===== config.mk =====
export PLATFORM = sky130hd
export DESIGN_NAME = rpm_regs
export DESIGN_NICKNAME = d
export VERILOG_FILES = /design/src/core/rpm_pkg.sv /design/src/core/rpm_persist_filter.sv /design/src/core/rpm_regs.sv
export SDC_FILE = /design/constraint.sdc
export NUM_CORES = 1
export LEC_CHECK = 0
export BUFFER_PORTS_ARGS = -buffer_cell sky130_fd_sc_hd__buf_4
export CAP_MARGIN = 20
export CORE_MARGIN = 5
export CORE_UTILIZATION = 43
export CTS_CLUSTER_SIZE = 16
export DETAILED_ROUTE_END_ITERATION = 8
export RECOVER_POWER = 25
export SYNTH_ARGS = -nofsm -noshare
export SYNTH_HDL_FRONTEND = slang
export SYNTH_SLANG_ARGS = --single-unit

===== constraint.sdc =====
create_clock -name sys_clk -period 3.2 [get_ports sys_clk]
set_clock_uncertainty 0.1 [all_clocks]
set_input_delay 0 -clock sys_clk [delete_from_list [all_inputs] [get_ports sys_clk]]
set_output_delay 0 -clock sys_clk [all_outputs]
set_load 0.01 [all_outputs]

===== src/core/rpm_pkg.sv =====
// Functional notes
// - Offset change, justification events raise enabled interrupts
// - Bad pointer, flag code, justification request interrupt
// - Alignment change raises enabled interrupt
// - Ten-bit pointer split over low, high registers
// - Last size bits readable in pointer high
// - Defect states need 10 or 5 frames
// - Out-of-range bit widens flag counter enable
// - Map extension selects shadow registers
// - Label updates after repeated identical frames
// - Sixteen-bit parity error count, two bytes
// - Count write polls both counters, keeps events
// - Sixteen-bit far-end error count, two bytes
// - Global and channel addresses also poll
// - Aux defect bit, change interrupts via bit2
// - Block far-end counting for codes 1..8
// - Block or bit parity report to transmitter
// - Block or bit parity error counting
// - Size check suppresses offset change indications
// - Label filter five or three frames
// - Pointer flags set on event, clear on read
// - Spacing requires three frames since change
package rpm_pkg;
	// Register indices; byte address is four times the index
	localparam logic [7:0] IDX_GLOBAL_POLL   = 8'h00;
	localparam logic [7:0] IDX_CHANNEL_POLL  = 8'h07;
	localparam logic [7:0] IDX_AUX_CFG       = 8'h30;
	localparam logic [7:0] IDX_PATH_STATUS   = 8'h31;
	localparam logic [7:0] IDX_PTR_STATUS    = 8'h32;
	localparam logic [7:0] IDX_PATH_IRQ_EN   = 8'h33;
	localparam logic [7:0] IDX_PTR_IRQ_EN    = 8'h34;
	localparam logic [7:0] IDX_PTR_LOW       = 8'h35;
	localparam logic [7:0] IDX_PTR_HIGH      = 8'h36;
	localparam logic [7:0] IDX_LABEL         = 8'h37;
	localparam logic [7:0] IDX_PAR_LOW       = 8'h38;
	localparam logic [7:0] IDX_PAR_HIGH      = 8'h39;
	localparam logic [7:0] IDX_FE_LOW        = 8'h3a;
	localparam logic [7:0] IDX_FE_HIGH       = 8'h3b;
	localparam logic [7:0] IDX_DEFECT_CTRL   = 8'h3c;
	localparam logic [7:0] IDX_RING_CTRL     = 8'h3d;

	// Pointer status and enable bit positions
	localparam int BIT_FLAG_EVT   = 0;
	localparam int BIT_POS_JUST   = 1;
	localparam int BIT_NEG_JUST   = 2;
	localparam int BIT_BAD_PTR    = 3;
	localparam int BIT_BAD_FLAG   = 4;
	localparam int BIT_ALIGN_CHG  = 5;
	localparam int BIT_BAD_JUST   = 7;
	localparam logic [7:0] PTR_EVT_MASK = 8'hbf;

	// Path status and enable fields
	localparam int BIT_PATH_DEFECT = 2;

	// Pointer high fields
	localparam int BIT_OUT_OF_RANGE = 7;
	localparam int BIT_MAP_EXT      = 6;
	localparam int BIT_DEFECT_LONG  = 5;
	localparam logic [7:0] PTR_HIGH_RW_MASK = 8'he0;

	// Defect control fields
	localparam int BIT_FE_BLOCK   = 4;
	localparam int BIT_AUX_IRQ_EN = 1;
	localparam int BIT_AUX_VALUE  = 0;
	localparam logic [7:0] DEFECT_RW_MASK = 8'h36;

	// Ring control fields
	localparam int BIT_SPACING    = 7;
	localparam int BIT_SIZE_CHECK = 6;
	localparam int BIT_PAR_COUNT  = 5;
	localparam int BIT_PAR_REPORT = 3;

	// Reset values
	localparam logic [7:0] RST_BYTE    = 8'h00;
	localparam logic [9:0] RST_POINTER = 10'h000;
	localparam logic [1:0] RST_SIZE    = 2'h0;

	// Overhead byte fields
	localparam logic [1:0] SIZE_EXPECTED = 2'h2;
	localparam logic [9:0] PTR_MAX       = 10'h30e;
	localparam int G1_PATH_BIT = 3;
	localparam int G1_AUX_BIT  = 0;

	// Frame persistence thresholds
	localparam logic [3:0] DEFECT_LONG_FRAMES  = 4'ha;
	localparam logic [3:0] DEFECT_SHORT_FRAMES = 4'h5;
	localparam logic [3:0] LABEL_LONG_FRAMES   = 4'h5;
	localparam logic [3:0] LABEL_SHORT_FRAMES  = 4'h3;
	localparam logic [1:0] SPACING_FRAMES      = 2'h3;

	// Far-end block code range
	localparam logic [3:0] FE_CODE_MIN = 4'h1;
	localparam logic [3:0] FE_CODE_MAX = 4'h8;

	// Poll transfer deadline
	localparam int CLK_PERIOD_NS = 40;
	localparam int POLL_LIMIT_NS = 7000;
	localparam int POLL_LIMIT_CYC = POLL_LIMIT_NS / CLK_PERIOD_NS;

	localparam logic [15:0] COUNT_MAX = 16'hffff;
endpackage


===== src/core/rpm_persist_filter.sv =====
`timescale 1ns/1ps
`default_nettype none
// Updates its output once the same sample repeats need_frames times
module rpm_persist_filter
	import rpm_pkg::*;
#(
	parameter int W = 1
) (
	input  wire logic         sys_clk,
	input  wire logic         rst_n,
	input  wire logic         sample_valid,
	input  wire logic [W-1:0] sample,
	input  wire logic [3:0]   need_frames,
	output var  logic [W-1:0] value_reg
);
	logic [W-1:0] cand_reg;
	logic [3:0]   run_reg;
	logic [3:0]   run_next;
	wire          same = (sample == cand_reg);

	assign run_next = !same ? 4'h1 : ((run_reg == 4'hf) ? run_reg : run_reg + 4'h1);

	always_ff @(posedge sys_clk or negedge rst_n) begin
		if (!rst_n) begin
			cand_reg  <= '0;
			run_reg   <= 4'h0;
			value_reg <= '0;
		end else if (sample_valid) begin
			cand_reg <= sample;
			run_reg  <= run_next;
			if (run_next >= need_frames)
				value_reg <= sample;
		end
	end

	value_needs_run_a: assert property (@(posedge sys_clk) disable iff (!rst_n)
		(value_reg != $past(value_reg)) |-> $past(sample_valid) && ($past(run_next) >= $past(need_frames)))
		else $error("filter value changed without enough repeats");
endmodule
`default_nettype wire


===== src/core/rpm_regs.sv =====
// The Avalon-MM register port was left to the implementer.
`timescale 1ns/1ps
`default_nettype none
module rpm_regs
	import rpm_pkg::*;
(
	input  wire logic        sys_clk,
	input  wire logic        rst_n,
	// Avalon-MM slave
	input  wire logic [9:0]  avs_address,
	input  wire logic        avs_read,
	input  wire logic        avs_write,
	input  wire logic [31:0] avs_writedata,
	input  wire logic [3:0]  avs_byteenable,
	output var  logic [31:0] avs_readdata,
	output logic             avs_waitrequest,
	// Receive overhead, one strobe per frame
	input  wire logic        frame_strobe,
	input  wire logic [7:0]  h1_byte,
	input  wire logic [7:0]  h2_byte,
	input  wire logic [7:0]  c2_byte,
	input  wire logic [7:0]  g1_byte,
	input  wire logic        bip_valid,
	input  wire logic [7:0]  bip_mismatch,
	input  wire logic        fe_valid,
	input  wire logic [3:0]  fe_code,
	// Raw pointer interpreter indications
	input  wire logic        flag_enable_raw,
	input  wire logic        inc_raw,
	input  wire logic        dec_raw,
	input  wire logic        new_ptr_raw,
	input  wire logic        bad_ptr_evt,
	input  wire logic        bad_flag_evt,
	input  wire logic        align_chg_evt,
	input  wire logic        bad_just_evt,
	input  wire logic        global_poll,
	// Qualified indications
	output var  logic        flag_enable_ind,
	output var  logic        inc_ind,
	output var  logic        dec_ind,
	output var  logic        new_ptr_ind,
	output logic             flag_count_en,
	output var  logic        tx_bip_valid,
	output var  logic [3:0]  tx_bip_count,
	output logic             path_defect_state,
	output logic             aux_defect_state,
	output logic             irq
);
	// ------------------------------------------------------------
	// Bus slave
	// ------------------------------------------------------------
	logic       ack_reg;
	logic [7:0] rdata_next;
	wire        req      = avs_read | avs_write;
	wire [7:0]  idx      = avs_address[9:2];
	wire        aligned  = (avs_address[1:0] == 2'h0);
	wire        do_write = avs_write & ack_reg & aligned & avs_byteenable[0];
	wire        do_read  = avs_read & ack_reg & aligned;
	wire [7:0]  wbyte    = avs_writedata[7:0];

	assign avs_waitrequest = req & ~ack_reg;

	function automatic logic hit(input logic [7:0] a, input logic [7:0] target);
		return a == target;
	endfunction

	function automatic logic [3:0] ones(input logic [7:0] v);
		logic [3:0] n;
		n = 4'h0;
		for (int i = 0; i < 8; i++)
			n = n + {3'h0, v[i]};
		return n;
	endfunction

	// ------------------------------------------------------------
	// Control registers
	// ------------------------------------------------------------
	logic [7:0] ptr_irq_en_reg;
	logic [7:0] path_irq_en_reg;
	logic [7:0] path_irq_en_shadow_reg;
	logic [7:0] aux_cfg_reg;
	logic [7:0] aux_cfg_shadow_reg;
	logic [7:0] ptr_high_ctrl_reg;
	logic [7:0] defect_ctrl_reg;
	logic [7:0] ring_ctrl_reg;

	wire map_extension_sel       = ptr_high_ctrl_reg[BIT_MAP_EXT];
	wire flag_count_out_of_range = ptr_high_ctrl_reg[BIT_OUT_OF_RANGE];
	wire defect_filter_long      = ptr_high_ctrl_reg[BIT_DEFECT_LONG];
	wire far_end_block_count     = defect_ctrl_reg[BIT_FE_BLOCK];
	wire aux_defect_irq_en       = defect_ctrl_reg[BIT_AUX_IRQ_EN];
	wire just_spacing_en         = ring_ctrl_reg[BIT_SPACING];
	wire size_check_en           = ring_ctrl_reg[BIT_SIZE_CHECK];
	wire parity_block_count      = ring_ctrl_reg[BIT_PAR_COUNT];
	wire parity_block_report     = ring_ctrl_reg[BIT_PAR_REPORT];
	wire label_filter_long       = aux_cfg_reg[0];
	wire path_defect_irq_en      = path_irq_en_reg[BIT_PATH_DEFECT];

	wire wr_normal_33 = do_write & hit(idx, IDX_PATH_IRQ_EN) & ~map_extension_sel;
	wire wr_shadow_33 = do_write & hit(idx, IDX_PATH_IRQ_EN) & map_extension_sel;
	wire wr_normal_30 = do_write & hit(idx, IDX_AUX_CFG) & ~map_extension_sel;
	wire wr_shadow_30 = do_write & hit(idx, IDX_AUX_CFG) & map_extension_sel;

	always_ff @(posedge sys_clk or negedge rst_n) begin
		if (!rst_n) begin
			ack_reg                <= 1'b0;
			ptr_irq_en_reg         <= RST_BYTE;
			path_irq_en_reg        <= RST_BYTE;
			path_irq_en_shadow_reg <= RST_BYTE;
			aux_cfg_reg            <= RST_BYTE;
			aux_cfg_shadow_reg     <= RST_BYTE;
			ptr_high_ctrl_reg      <= RST_BYTE;
			defect_ctrl_reg        <= RST_BYTE;
			ring_ctrl_reg          <= RST_BYTE;
			avs_readdata           <= 32'h0;
		end else begin
			ack_reg <= req & ~ack_reg;
			if (req & ~ack_reg)
				avs_readdata <= {24'h0, rdata_next};
			if (do_write & hit(idx, IDX_PTR_IRQ_EN))
				ptr_irq_en_reg <= wbyte;
			if (wr_normal_33)
				path_irq_en_reg <= wbyte;
			if (wr_shadow_33)
				path_irq_en_shadow_reg <= wbyte;
			if (wr_normal_30)
				aux_cfg_reg <= wbyte;
			if (wr_shadow_30)
				aux_cfg_shadow_reg <= wbyte;
			if (do_write & hit(idx, IDX_PTR_HIGH))
				ptr_high_ctrl_reg <= wbyte & PTR_HIGH_RW_MASK;
			if (do_write & hit(idx, IDX_DEFECT_CTRL))
				defect_ctrl_reg <= wbyte & DEFECT_RW_MASK;
			if (do_write & hit(idx, IDX_RING_CTRL))
				ring_ctrl_reg <= wbyte;
		end
	end

	// ------------------------------------------------------------
	// Pointer qualification
	// ------------------------------------------------------------
	logic [9:0] ptr_reg;
	logic [1:0] size_reg;
	logic [1:0] since_chg_reg;
	wire [9:0] rx_offset = {h1_byte[1:0], h2_byte};
	wire [1:0] rx_size   = h1_byte[3:2];
	wire size_ok    = ~size_check_en | (rx_size == SIZE_EXPECTED);
	wire spacing_ok = ~just_spacing_en | (since_chg_reg >= SPACING_FRAMES);
	wire in_range   = (rx_offset <= PTR_MAX);
	wire flag_q     = flag_enable_raw & size_ok & in_range;
	wire inc_q      = inc_raw & size_ok & spacing_ok;
	wire dec_q      = dec_raw & size_ok & spacing_ok;
	wire newp_q     = new_ptr_raw & size_ok;
	wire offset_chg = flag_q | inc_q | dec_q;

	assign flag_count_en = flag_enable_raw & size_ok & (flag_count_out_of_range | in_range);

	always_ff @(posedge sys_clk or negedge rst_n) begin
		if (!rst_n) begin
			ptr_reg         <= RST_POINTER;
			size_reg        <= RST_SIZE;
			since_chg_reg   <= 2'h0;
			flag_enable_ind <= 1'b0;
			inc_ind         <= 1'b0;
			dec_ind         <= 1'b0;
			new_ptr_ind     <= 1'b0;
		end else begin
			flag_enable_ind <= flag_q;
			inc_ind         <= inc_q;
			dec_ind         <= dec_q;
			new_ptr_ind     <= newp_q;
			if (frame_strobe)
				size_reg <= rx_size;
			if (offset_chg)
				since_chg_reg <= 2'h0;
			else if (frame_strobe && since_chg_reg != SPACING_FRAMES)
				since_chg_reg <= since_chg_reg + 2'h1;
			if (flag_q)
				ptr_reg <= rx_offset;
			else if (inc_q)
				ptr_reg <= (ptr_reg >= PTR_MAX) ? RST_POINTER : ptr_reg + 10'h1;
			else if (dec_q)
				ptr_reg <= (ptr_reg == RST_POINTER) ? PTR_MAX : ptr_reg - 10'h1;
		end
	end

	size_gate_a: assert property (@(posedge sys_clk) disable iff (!rst_n)
		(size_check_en && rx_size != SIZE_EXPECTED) |=> !flag_enable_ind && !inc_ind && !dec_ind && !new_ptr_ind)
		else $error("indication passed with bad size bits");
	spacing_gate_a: assert property (@(posedge sys_clk) disable iff (!rst_n)
		(just_spacing_en && since_chg_reg < SPACING_FRAMES) |=> !inc_ind && !dec_ind)
		else $error("justification followed too soon");
	flag_range_a: assert property (@(posedge sys_clk) disable iff (!rst_n)
		(flag_enable_raw && size_ok && !in_range) |-> (flag_count_en == flag_count_out_of_range))
		else $error("flag counter enable ignores out-of-range bit");

	// ------------------------------------------------------------
	// Defect and label filters
	// ------------------------------------------------------------
	wire [3:0] defect_need = defect_filter_long ? DEFECT_LONG_FRAMES : DEFECT_SHORT_FRAMES;
	wire [3:0] label_need  = label_filter_long ? LABEL_LONG_FRAMES : LABEL_SHORT_FRAMES;
	logic [7:0] signal_label_value;

	rpm_persist_filter #(.W(1)) u_path_defect (
		.sys_clk      (sys_clk),
		.rst_n        (rst_n),
		.sample_valid (frame_strobe),
		.sample       (g1_byte[G1_PATH_BIT]),
		.need_frames  (defect_need),
		.value_reg    (path_defect_state)
	);
	rpm_persist_filter #(.W(1)) u_aux_defect (
		.sys_clk      (sys_clk),
		.rst_n        (rst_n),
		.sample_valid (frame_strobe),
		.sample       (g1_byte[G1_AUX_BIT]),
		.need_frames  (defect_need),
		.value_reg    (aux_defect_state)
	);
	rpm_persist_filter #(.W(8)) u_label (
		.sys_clk      (sys_clk),
		.rst_n        (rst_n),
		.sample_valid (frame_strobe),
		.sample       (c2_byte),
		.need_frames  (label_need),
		.value_reg    (signal_label_value)
	);

	// ------------------------------------------------------------
	// Interrupt status
	// ------------------------------------------------------------
	logic [7:0] ptr_status_reg;
	logic       path_defect_irq_status;
	logic       prev_path_reg;
	logic       prev_aux_reg;
	logic [7:0] ptr_evt;
	wire rd_ptr_status  = do_read & hit(idx, IDX_PTR_STATUS);
	wire rd_path_status = do_read & hit(idx, IDX_PATH_STATUS) & ~map_extension_sel & avs_readdata[BIT_PATH_DEFECT];
	wire path_chg = (path_defect_state != prev_path_reg) & path_defect_irq_en;
	wire aux_chg  = (aux_defect_state != prev_aux_reg) & aux_defect_irq_en;

	always_comb begin
		ptr_evt                = 8'h00;
		ptr_evt[BIT_FLAG_EVT]  = flag_q;
		ptr_evt[BIT_POS_JUST]  = inc_q;
		ptr_evt[BIT_NEG_JUST]  = dec_q;
		ptr_evt[BIT_BAD_PTR]   = bad_ptr_evt;
		ptr_evt[BIT_BAD_FLAG]  = bad_flag_evt;
		ptr_evt[BIT_ALIGN_CHG] = align_chg_evt;
		ptr_evt[BIT_BAD_JUST]  = bad_just_evt;
	end

	always_ff @(posedge sys_clk or negedge rst_n) begin
		if (!rst_n) begin
			ptr_status_reg         <= RST_BYTE;
			path_defect_irq_status <= 1'b0;
			prev_path_reg          <= 1'b0;
			prev_aux_reg           <= 1'b0;
		end else begin
			prev_path_reg          <= path_defect_state;
			prev_aux_reg           <= aux_defect_state;
			ptr_status_reg <= (ptr_status_reg & ~(rd_ptr_status ? avs_readdata[7:0] : RST_BYTE)) | ptr_evt;
			path_defect_irq_status <= (path_defect_irq_status & ~rd_path_status) | path_chg | aux_chg;
		end
	end

	assign irq = (|(ptr_status_reg & ptr_irq_en_reg & PTR_EVT_MASK)) | path_defect_irq_status;

	event_sets_flag_a: assert property (@(posedge sys_clk) disable iff (!rst_n)
		(ptr_evt != 8'h00) |=> (ptr_status_reg & $past(ptr_evt)) == $past(ptr_evt))
		else $error("pointer event lost");
	read_clears_flag_a: assert property (@(posedge sys_clk) disable iff (!rst_n)
		(rd_ptr_status && ptr_evt == 8'h00) |=> (ptr_status_reg & $past(avs_readdata[7:0])) == 8'h00)
		else $error("status read did not clear flags");
	irq_follows_en_a: assert property (@(posedge sys_clk) disable iff (!rst_n)
		(ptr_status_reg[BIT_POS_JUST] && ptr_irq_en_reg[BIT_POS_JUST]) |-> irq)
		else $error("enabled flag without interrupt");
	aux_change_irq_a: assert property (@(posedge sys_clk) disable iff (!rst_n)
		(aux_defect_irq_en && $changed(aux_defect_state)) |=> path_defect_irq_status && irq)
		else $error("aux defect change lost");

	// ------------------------------------------------------------
	// Error counters
	// ------------------------------------------------------------
	logic [15:0] par_acc_reg;
	logic [15:0] fe_acc_reg;
	logic [15:0] parity_error_count;
	logic [15:0] far_end_error_count;
	wire [3:0] bip_ones = ones(bip_mismatch);
	wire [3:0] par_inc  = !bip_valid ? 4'h0 :
		(parity_block_count ? {3'h0, |bip_mismatch} : bip_ones);
	wire       fe_in    = (fe_code >= FE_CODE_MIN) && (fe_code <= FE_CODE_MAX);
	wire [3:0] fe_inc   = !(fe_valid && fe_in) ? 4'h0 :
		(far_end_block_count ? 4'h1 : fe_code);
	wire poll = do_write & (hit(idx, IDX_PAR_LOW) | hit(idx, IDX_PAR_HIGH) | hit(idx, IDX_FE_LOW)
		| hit(idx, IDX_FE_HIGH) | hit(idx, IDX_GLOBAL_POLL) | hit(idx, IDX_CHANNEL_POLL))
		| global_poll;

	function automatic logic [15:0] sat_add(input logic [15:0] a, input logic [3:0] b);
		logic [16:0] s;
		s = {1'b0, a} + {13'h0, b};
		return s[16] ? COUNT_MAX : s[15:0];
	endfunction

	always_ff @(posedge sys_clk or negedge rst_n) begin
		if (!rst_n) begin
			par_acc_reg         <= 16'h0;
			fe_acc_reg          <= 16'h0;
			parity_error_count  <= 16'h0;
			far_end_error_count <= 16'h0;
			tx_bip_valid        <= 1'b0;
			tx_bip_count        <= 4'h0;
		end else begin
			tx_bip_valid <= bip_valid;
			tx_bip_count <= parity_block_report ? {3'h0, |bip_mismatch} : bip_ones;
			if (poll) begin
				parity_error_count  <= par_acc_reg;
				far_end_error_count <= fe_acc_reg;
				par_acc_reg         <= {12'h0, par_inc};
				fe_acc_reg          <= {12'h0, fe_inc};
			end else begin
				par_acc_reg <= sat_add(par_acc_reg, par_inc);
				fe_acc_reg  <= sat_add(fe_acc_reg, fe_inc);
			end
		end
	end

	poll_transfer_a: assert property (@(posedge sys_clk) disable iff (!rst_n)
		poll |=> (parity_error_count == $past(par_acc_reg)) && (far_end_error_count == $past(fe_acc_reg))
			&& (par_acc_reg == {12'h0, $past(par_inc)}))
		else $error("poll did not transfer counts");
	poll_restart_a: assert property (@(posedge sys_clk) disable iff (!rst_n)
		poll |=> fe_acc_reg == {12'h0, $past(fe_inc)})
		else $error("poll lost a coincident far-end event");
	fe_block_a: assert property (@(posedge sys_clk) disable iff (!rst_n)
		(far_end_block_count && fe_valid && fe_code > FE_CODE_MAX) |-> fe_inc == 4'h0)
		else $error("invalid far-end code counted");
	par_report_a: assert property (@(posedge sys_clk) disable iff (!rst_n)
		(parity_block_report && bip_valid && bip_mismatch != 8'h00) |=> tx_bip_count == 4'h1)
		else $error("block parity report not single");

	// ------------------------------------------------------------
	// Read mux
	// ------------------------------------------------------------
	always_comb begin
		rdata_next = 8'h00;
		if (aligned) begin
			case (idx)
				IDX_AUX_CFG:     rdata_next = map_extension_sel ? aux_cfg_shadow_reg : aux_cfg_reg;
				IDX_PATH_STATUS: rdata_next = map_extension_sel ? 8'h00
					: {5'h0, path_defect_irq_status, 2'h0};
				IDX_PTR_STATUS:  rdata_next = ptr_status_reg;
				IDX_PATH_IRQ_EN: rdata_next = map_extension_sel ? path_irq_en_shadow_reg : path_irq_en_reg;
				IDX_PTR_IRQ_EN:  rdata_next = ptr_irq_en_reg;
				IDX_PTR_LOW:     rdata_next = ptr_reg[7:0];
				IDX_PTR_HIGH:    rdata_next = {ptr_high_ctrl_reg[7:5], 1'b0, size_reg, ptr_reg[9:8]};
				IDX_LABEL:       rdata_next = signal_label_value;
				IDX_PAR_LOW:     rdata_next = parity_error_count[7:0];
				IDX_PAR_HIGH:    rdata_next = parity_error_count[15:8];
				IDX_FE_LOW:      rdata_next = far_end_error_count[7:0];
				IDX_FE_HIGH:     rdata_next = far_end_error_count[15:8];
				IDX_DEFECT_CTRL: rdata_next = {defect_ctrl_reg[7:1], aux_defect_state};
				IDX_RING_CTRL:   rdata_next = ring_ctrl_reg;
				default:         rdata_next = 8'h00;
			endcase
		end
	end

	bus_answer_a: assert property (@(posedge sys_clk) disable iff (!rst_n)
		(req && avs_waitrequest) |=> !avs_waitrequest)
		else $error("bus answer late");
endmodule
`default_nettype wire


==> summary.md <==
| Metric | Value |
|---|---|
| Status | `finished with violations` |
| Failing checks | `capacitance limit, slew limit, setup timing` |
| Post-route clock period utilization | `106%` |
| Clk pwr share | `34.3%` |
| Port Buf Inserts | `90` |
| Wire length per cell | `~18 um` |
| Sw Pwr | `between 0.0015 and 0.002 W` |
| Chip height | `about 170 um` |
| Post-synthesis cell type count | `79` |
| DRT Pass-1 Iters | `5` |
| Die Footprint | `28300 um2` |
| Final #Nets | `1384` |
| Slowest stage cell, crit path | `fa_1` |
| Post-synth top flop | `dfrtp_1` |
| Worst setup EP type | `flip-flop` |
| Crit path top cell by count | `fa_1` |
| Share of layout cells above drive strength 1 | `23.0%` |
| HPWL after detailed placement | `20300 um` |
| Post-synthesis cell area | `10800 um2` |
| Synthesized flop and latch total | `194` |
| Max Slew Vio Count | `between 100 and 150` |
| Hold Crit Class | `primary input to flip-flop` |
| DRT Wirelength | `29100 um` |
| Headroom to the max-slew limit | `-46.3%` |
| Pwr per Cell Area | `approximately 480 nW/um2` |
| Initial Utilization | `44.0%` |
| Max Freq | `295 MHz` |
| Largest net degree at the start of global routing | `between 80 and 90` |
| Initial antenna violation count | `0` |
| # clock sinks | `194` |
| Register area share after synthesis | `between 40% and 50%` |
| EDFF count, synth | `0` |
| Antenna diodes | `0` |
| Startpoint Class | `primary input` |
| Final hold slack | `around 0.025 ns` |
| DRC errors left | `0` |
| Post-route ant nets | `0` |
| RSZ-0062 raised after global routing | `yes` |
| DRT iter0 DRCs | `around 650` |
| Cts bufs inserted | `17` |
| Setup tns final | `-2.01 ns` |
| H-tree depth | `4` |
| WHS Path Cells | `4` |
| Final worst slack | `-0.184 ns` |
| Gate power share | `20.6%` |
| CP cell instances | `buf_8, inv_4, fa_1, fa_1, fa_1, inv_2, ha_4, fa_2, inv_2, nor2_4, ha_4, a21o_1, a21oi_2, o21bai_4, nand4b_1, xor2_1, a21oi_2` |
| Width of the die | `168 um` |
| Final GP Congestion | `~0.95` |
| IO Pins | `152` |
| Req. time, crit path | `3.40 ns` |
| Critical-path maximum fanout | `6` |
| Clk_lat worst skew | `0.43 ns` |
| Sw Share | `29.0%` |
| Fill cells | `approximately 2200` |
| Leak | `approximately 6 nW` |
| Placed cells | `between 1000 and 1500` |
| Clock slew at reported path FFs | `0.08 ns` |
| Vias in the first global route | `roughly 8800` |
| Cell Int Power | `0.00450 W` |
| Area Overhead vs Synth | `22.7%` |
| Worst-Margin Slew | `2.19 ns` |
| Num rows | `57` |
| Synthesis Warnings | `0` |
| Core ar. | `24500 um2` |
| Largest stage delay, worst path | `0.55 ns` |
| Max-cap violations | `2` |
| Vias per cell | `around 5.6` |
| TritonCTS clock tree | `yes` |
| Synth Instances | `1089` |
| GRT Total Usage | `20.7%` |
| Average cell area after synthesis | `9.88 um2` |
| Overflow after GRT | `0` |
| First-pass GRT wire length | `47200 um` |
| Final setup vio count | `16` |
| Fin util | `54.0%` |
| Crit Path Class | `primary input to flip-flop` |
| Post-synth ARST share | `100%` |
| Final min period | `3.38 ns` |
| Fin cells | `~1600` |
| Reg power frac | `45.2%` |
| Critical Path AT | `3.59 ns` |
| Root Buffer | `clkbuf_16` |
| Worst vdd ir | `276 uV` |
| Final Hold Viols | `0` |
| Reg2Reg Depth | `8` |
| Clock Tree Buf Depth | `2` |
| Total number of vias | `approximately 9000` |
==> Yosys cell counts (all sizes together) (3+ instances only) <==
cell type	number	area share, %
a22oi	12	0.84
o21ai	36	1.7
o211ai	6	0.59
nor4	10	0.58
a21o	14	0.98
xor2	26	2.1
fa	6	1.1
nand3	41	2.0
nor3	23	1.1
nand4	8	0.47
and3	14	0.81
nand2b	8	0.47
nor2b	11	0.64
o211a	3	0.28
a221oi	6	0.49
a21oi	50	2.3
clkbuf	34	1.2
o22a	3	0.24
mux2i	37	3.4
dfrtp	194	45
a22o	4	0.33
o31ai	3	0.21
and2	4	0.23
inv	31	1.1
a31oi	18	1.0
nor3b	6	0.42
mux2	90	9.4
nand2	169	6.0
a32oi	4	0.33
buf	45	2.7
ha	29	3.4
and4	3	0.24
o21a	3	0.21
a21boi	3	0.21
xnor2	16	1.3
o22ai	10	0.58
a211oi	3	0.21
nor2	69	2.4
==> through the flow <==
step	total power, W	area [um2]	worst slack, ns
after floorplan	0.00359	10900	-0.426
after global placement	0.00402	11800	-0.692
after detailed placement	0.00404	11800	-0.744
after CTS	0.00635	13100	-0.196
after global routing	0.00665	13200	-0.297
final	0.00634	13200	-0.184
==> layout make-up <==
class / count / area, um2 / share of cell area [%]
Timing Repair Buffer: 191 / 1580 / 11.9
Clock buffer: 20 / 467 / 3.53
Clock inverter: 10 / 124 / 0.938
Tap cell: 324 / 405 / 3.07
Sequential cell: 194 / 4850 / 36.8
Multi-Input combinational cell: 808 / 5650 / 42.8
Inverter: 31 / 130 / 0.985
==> placed cells by master, fill, tap and decap left out, drive strengths merged, types with 11 or more instances in the layout <==
master	synthesis	final
nor2b	11	11
xnor2	16	16
nor3	23	23
nand2	169	169
o21ai	36	36
inv	31	34
conb	1	24
and3	14	14
a22oi	12	12
a21o	14	14
mux2i	37	37
buf	45	118
a21oi	50	50
nor2	69	69
a31oi	18	18
dlygate4sd3	0	62
mux2	90	90
clkbuf	34	31
nand3	41	41
xor2	26	26
ha	29	29
dfrtp	194	194
==> metal layers <==
metal | global-route usage, % | wire length, um
met1 | 28.4 | 13200
met2 | 33.1 | 13500
met3 | 4.03 | 1580
met4 | 6.88 | 794
met5 | 0 | 0
==> logic make-up (layout without fill, tap and decap cells) <==
logic type	after synthesis	in the layout	share of synthesized area, %
multiplexers	128	128	13.1
adder cells (fa/ha/maj)	35	35	4.49
AND/OR/NAND/NOR	382	382	16.7
buffers and inverters	110	252	4.92
XOR/XNOR	42	42	3.42
other	1	24	0.0349
AO/OA/AOI/OAI	197	197	12.3
flip-flops	194	194	45.1
==> final timing paths <==
check,from,slack (ns),to
worst min-delay path,fe_code[0],0.03,fe_acc_reg[3]
worst max-delay path,bip_mismatch[1],-0.18,par_acc_reg[13]
worst min register to register,far_end_error_count[12],0.37,far_end_error_count[12]
worst max register to register,ring_ctrl_reg[6],0.14,ptr_reg[8]
min in group asynchronous,rst_n,0.65,u_aux_defect.run_reg[1]
max in group asynchronous,rst_n,1.03,ptr_irq_en_reg[5]
==> repair_timing <==
| item | CTS | global route |
|---|---|---|
| gates resized for setup | 10 | 16 |
| hold buffers | 62 | 0 |
| buffers inserted | 6 | 5 |
| endpoints found under the setup margin | 16 | 18 |
| pin swaps | 30 | 21 |
| gates cloned | 0 | 0 |
| endpoints found under the hold margin | 226 | 0 |
==> worst max-delay path, delay by kind of cell <==
| family | cells | cell delay, ns |
|---|---|---|
| xor gates and xnor gates | 1 | 0.18 |
| AOI/OAI and AO/OA | 4 | 0.56 |
| adders and majority gates | 6 | 2.38 |
| buffers and inverters | 4 | 0.20 |
| and+or+nand+nor | 2 | 0.27 |
==> power groups by stage <==
stage | Combinational, W | Sequential, W | Clock, W
after floorplan | 0.000789 | 0.00280 | 0
after global placement | 0.00112 | 0.00290 | 0
after detailed placement | 0.00114 | 0.00290 | 0
after CTS | 0.00127 | 0.00286 | 0.00222
after global routing | 0.00145 | 0.00289 | 0.00231
final | 0.00130 | 0.00286 | 0.00217
Note: power is estimated with default switching activity, not from simulation.
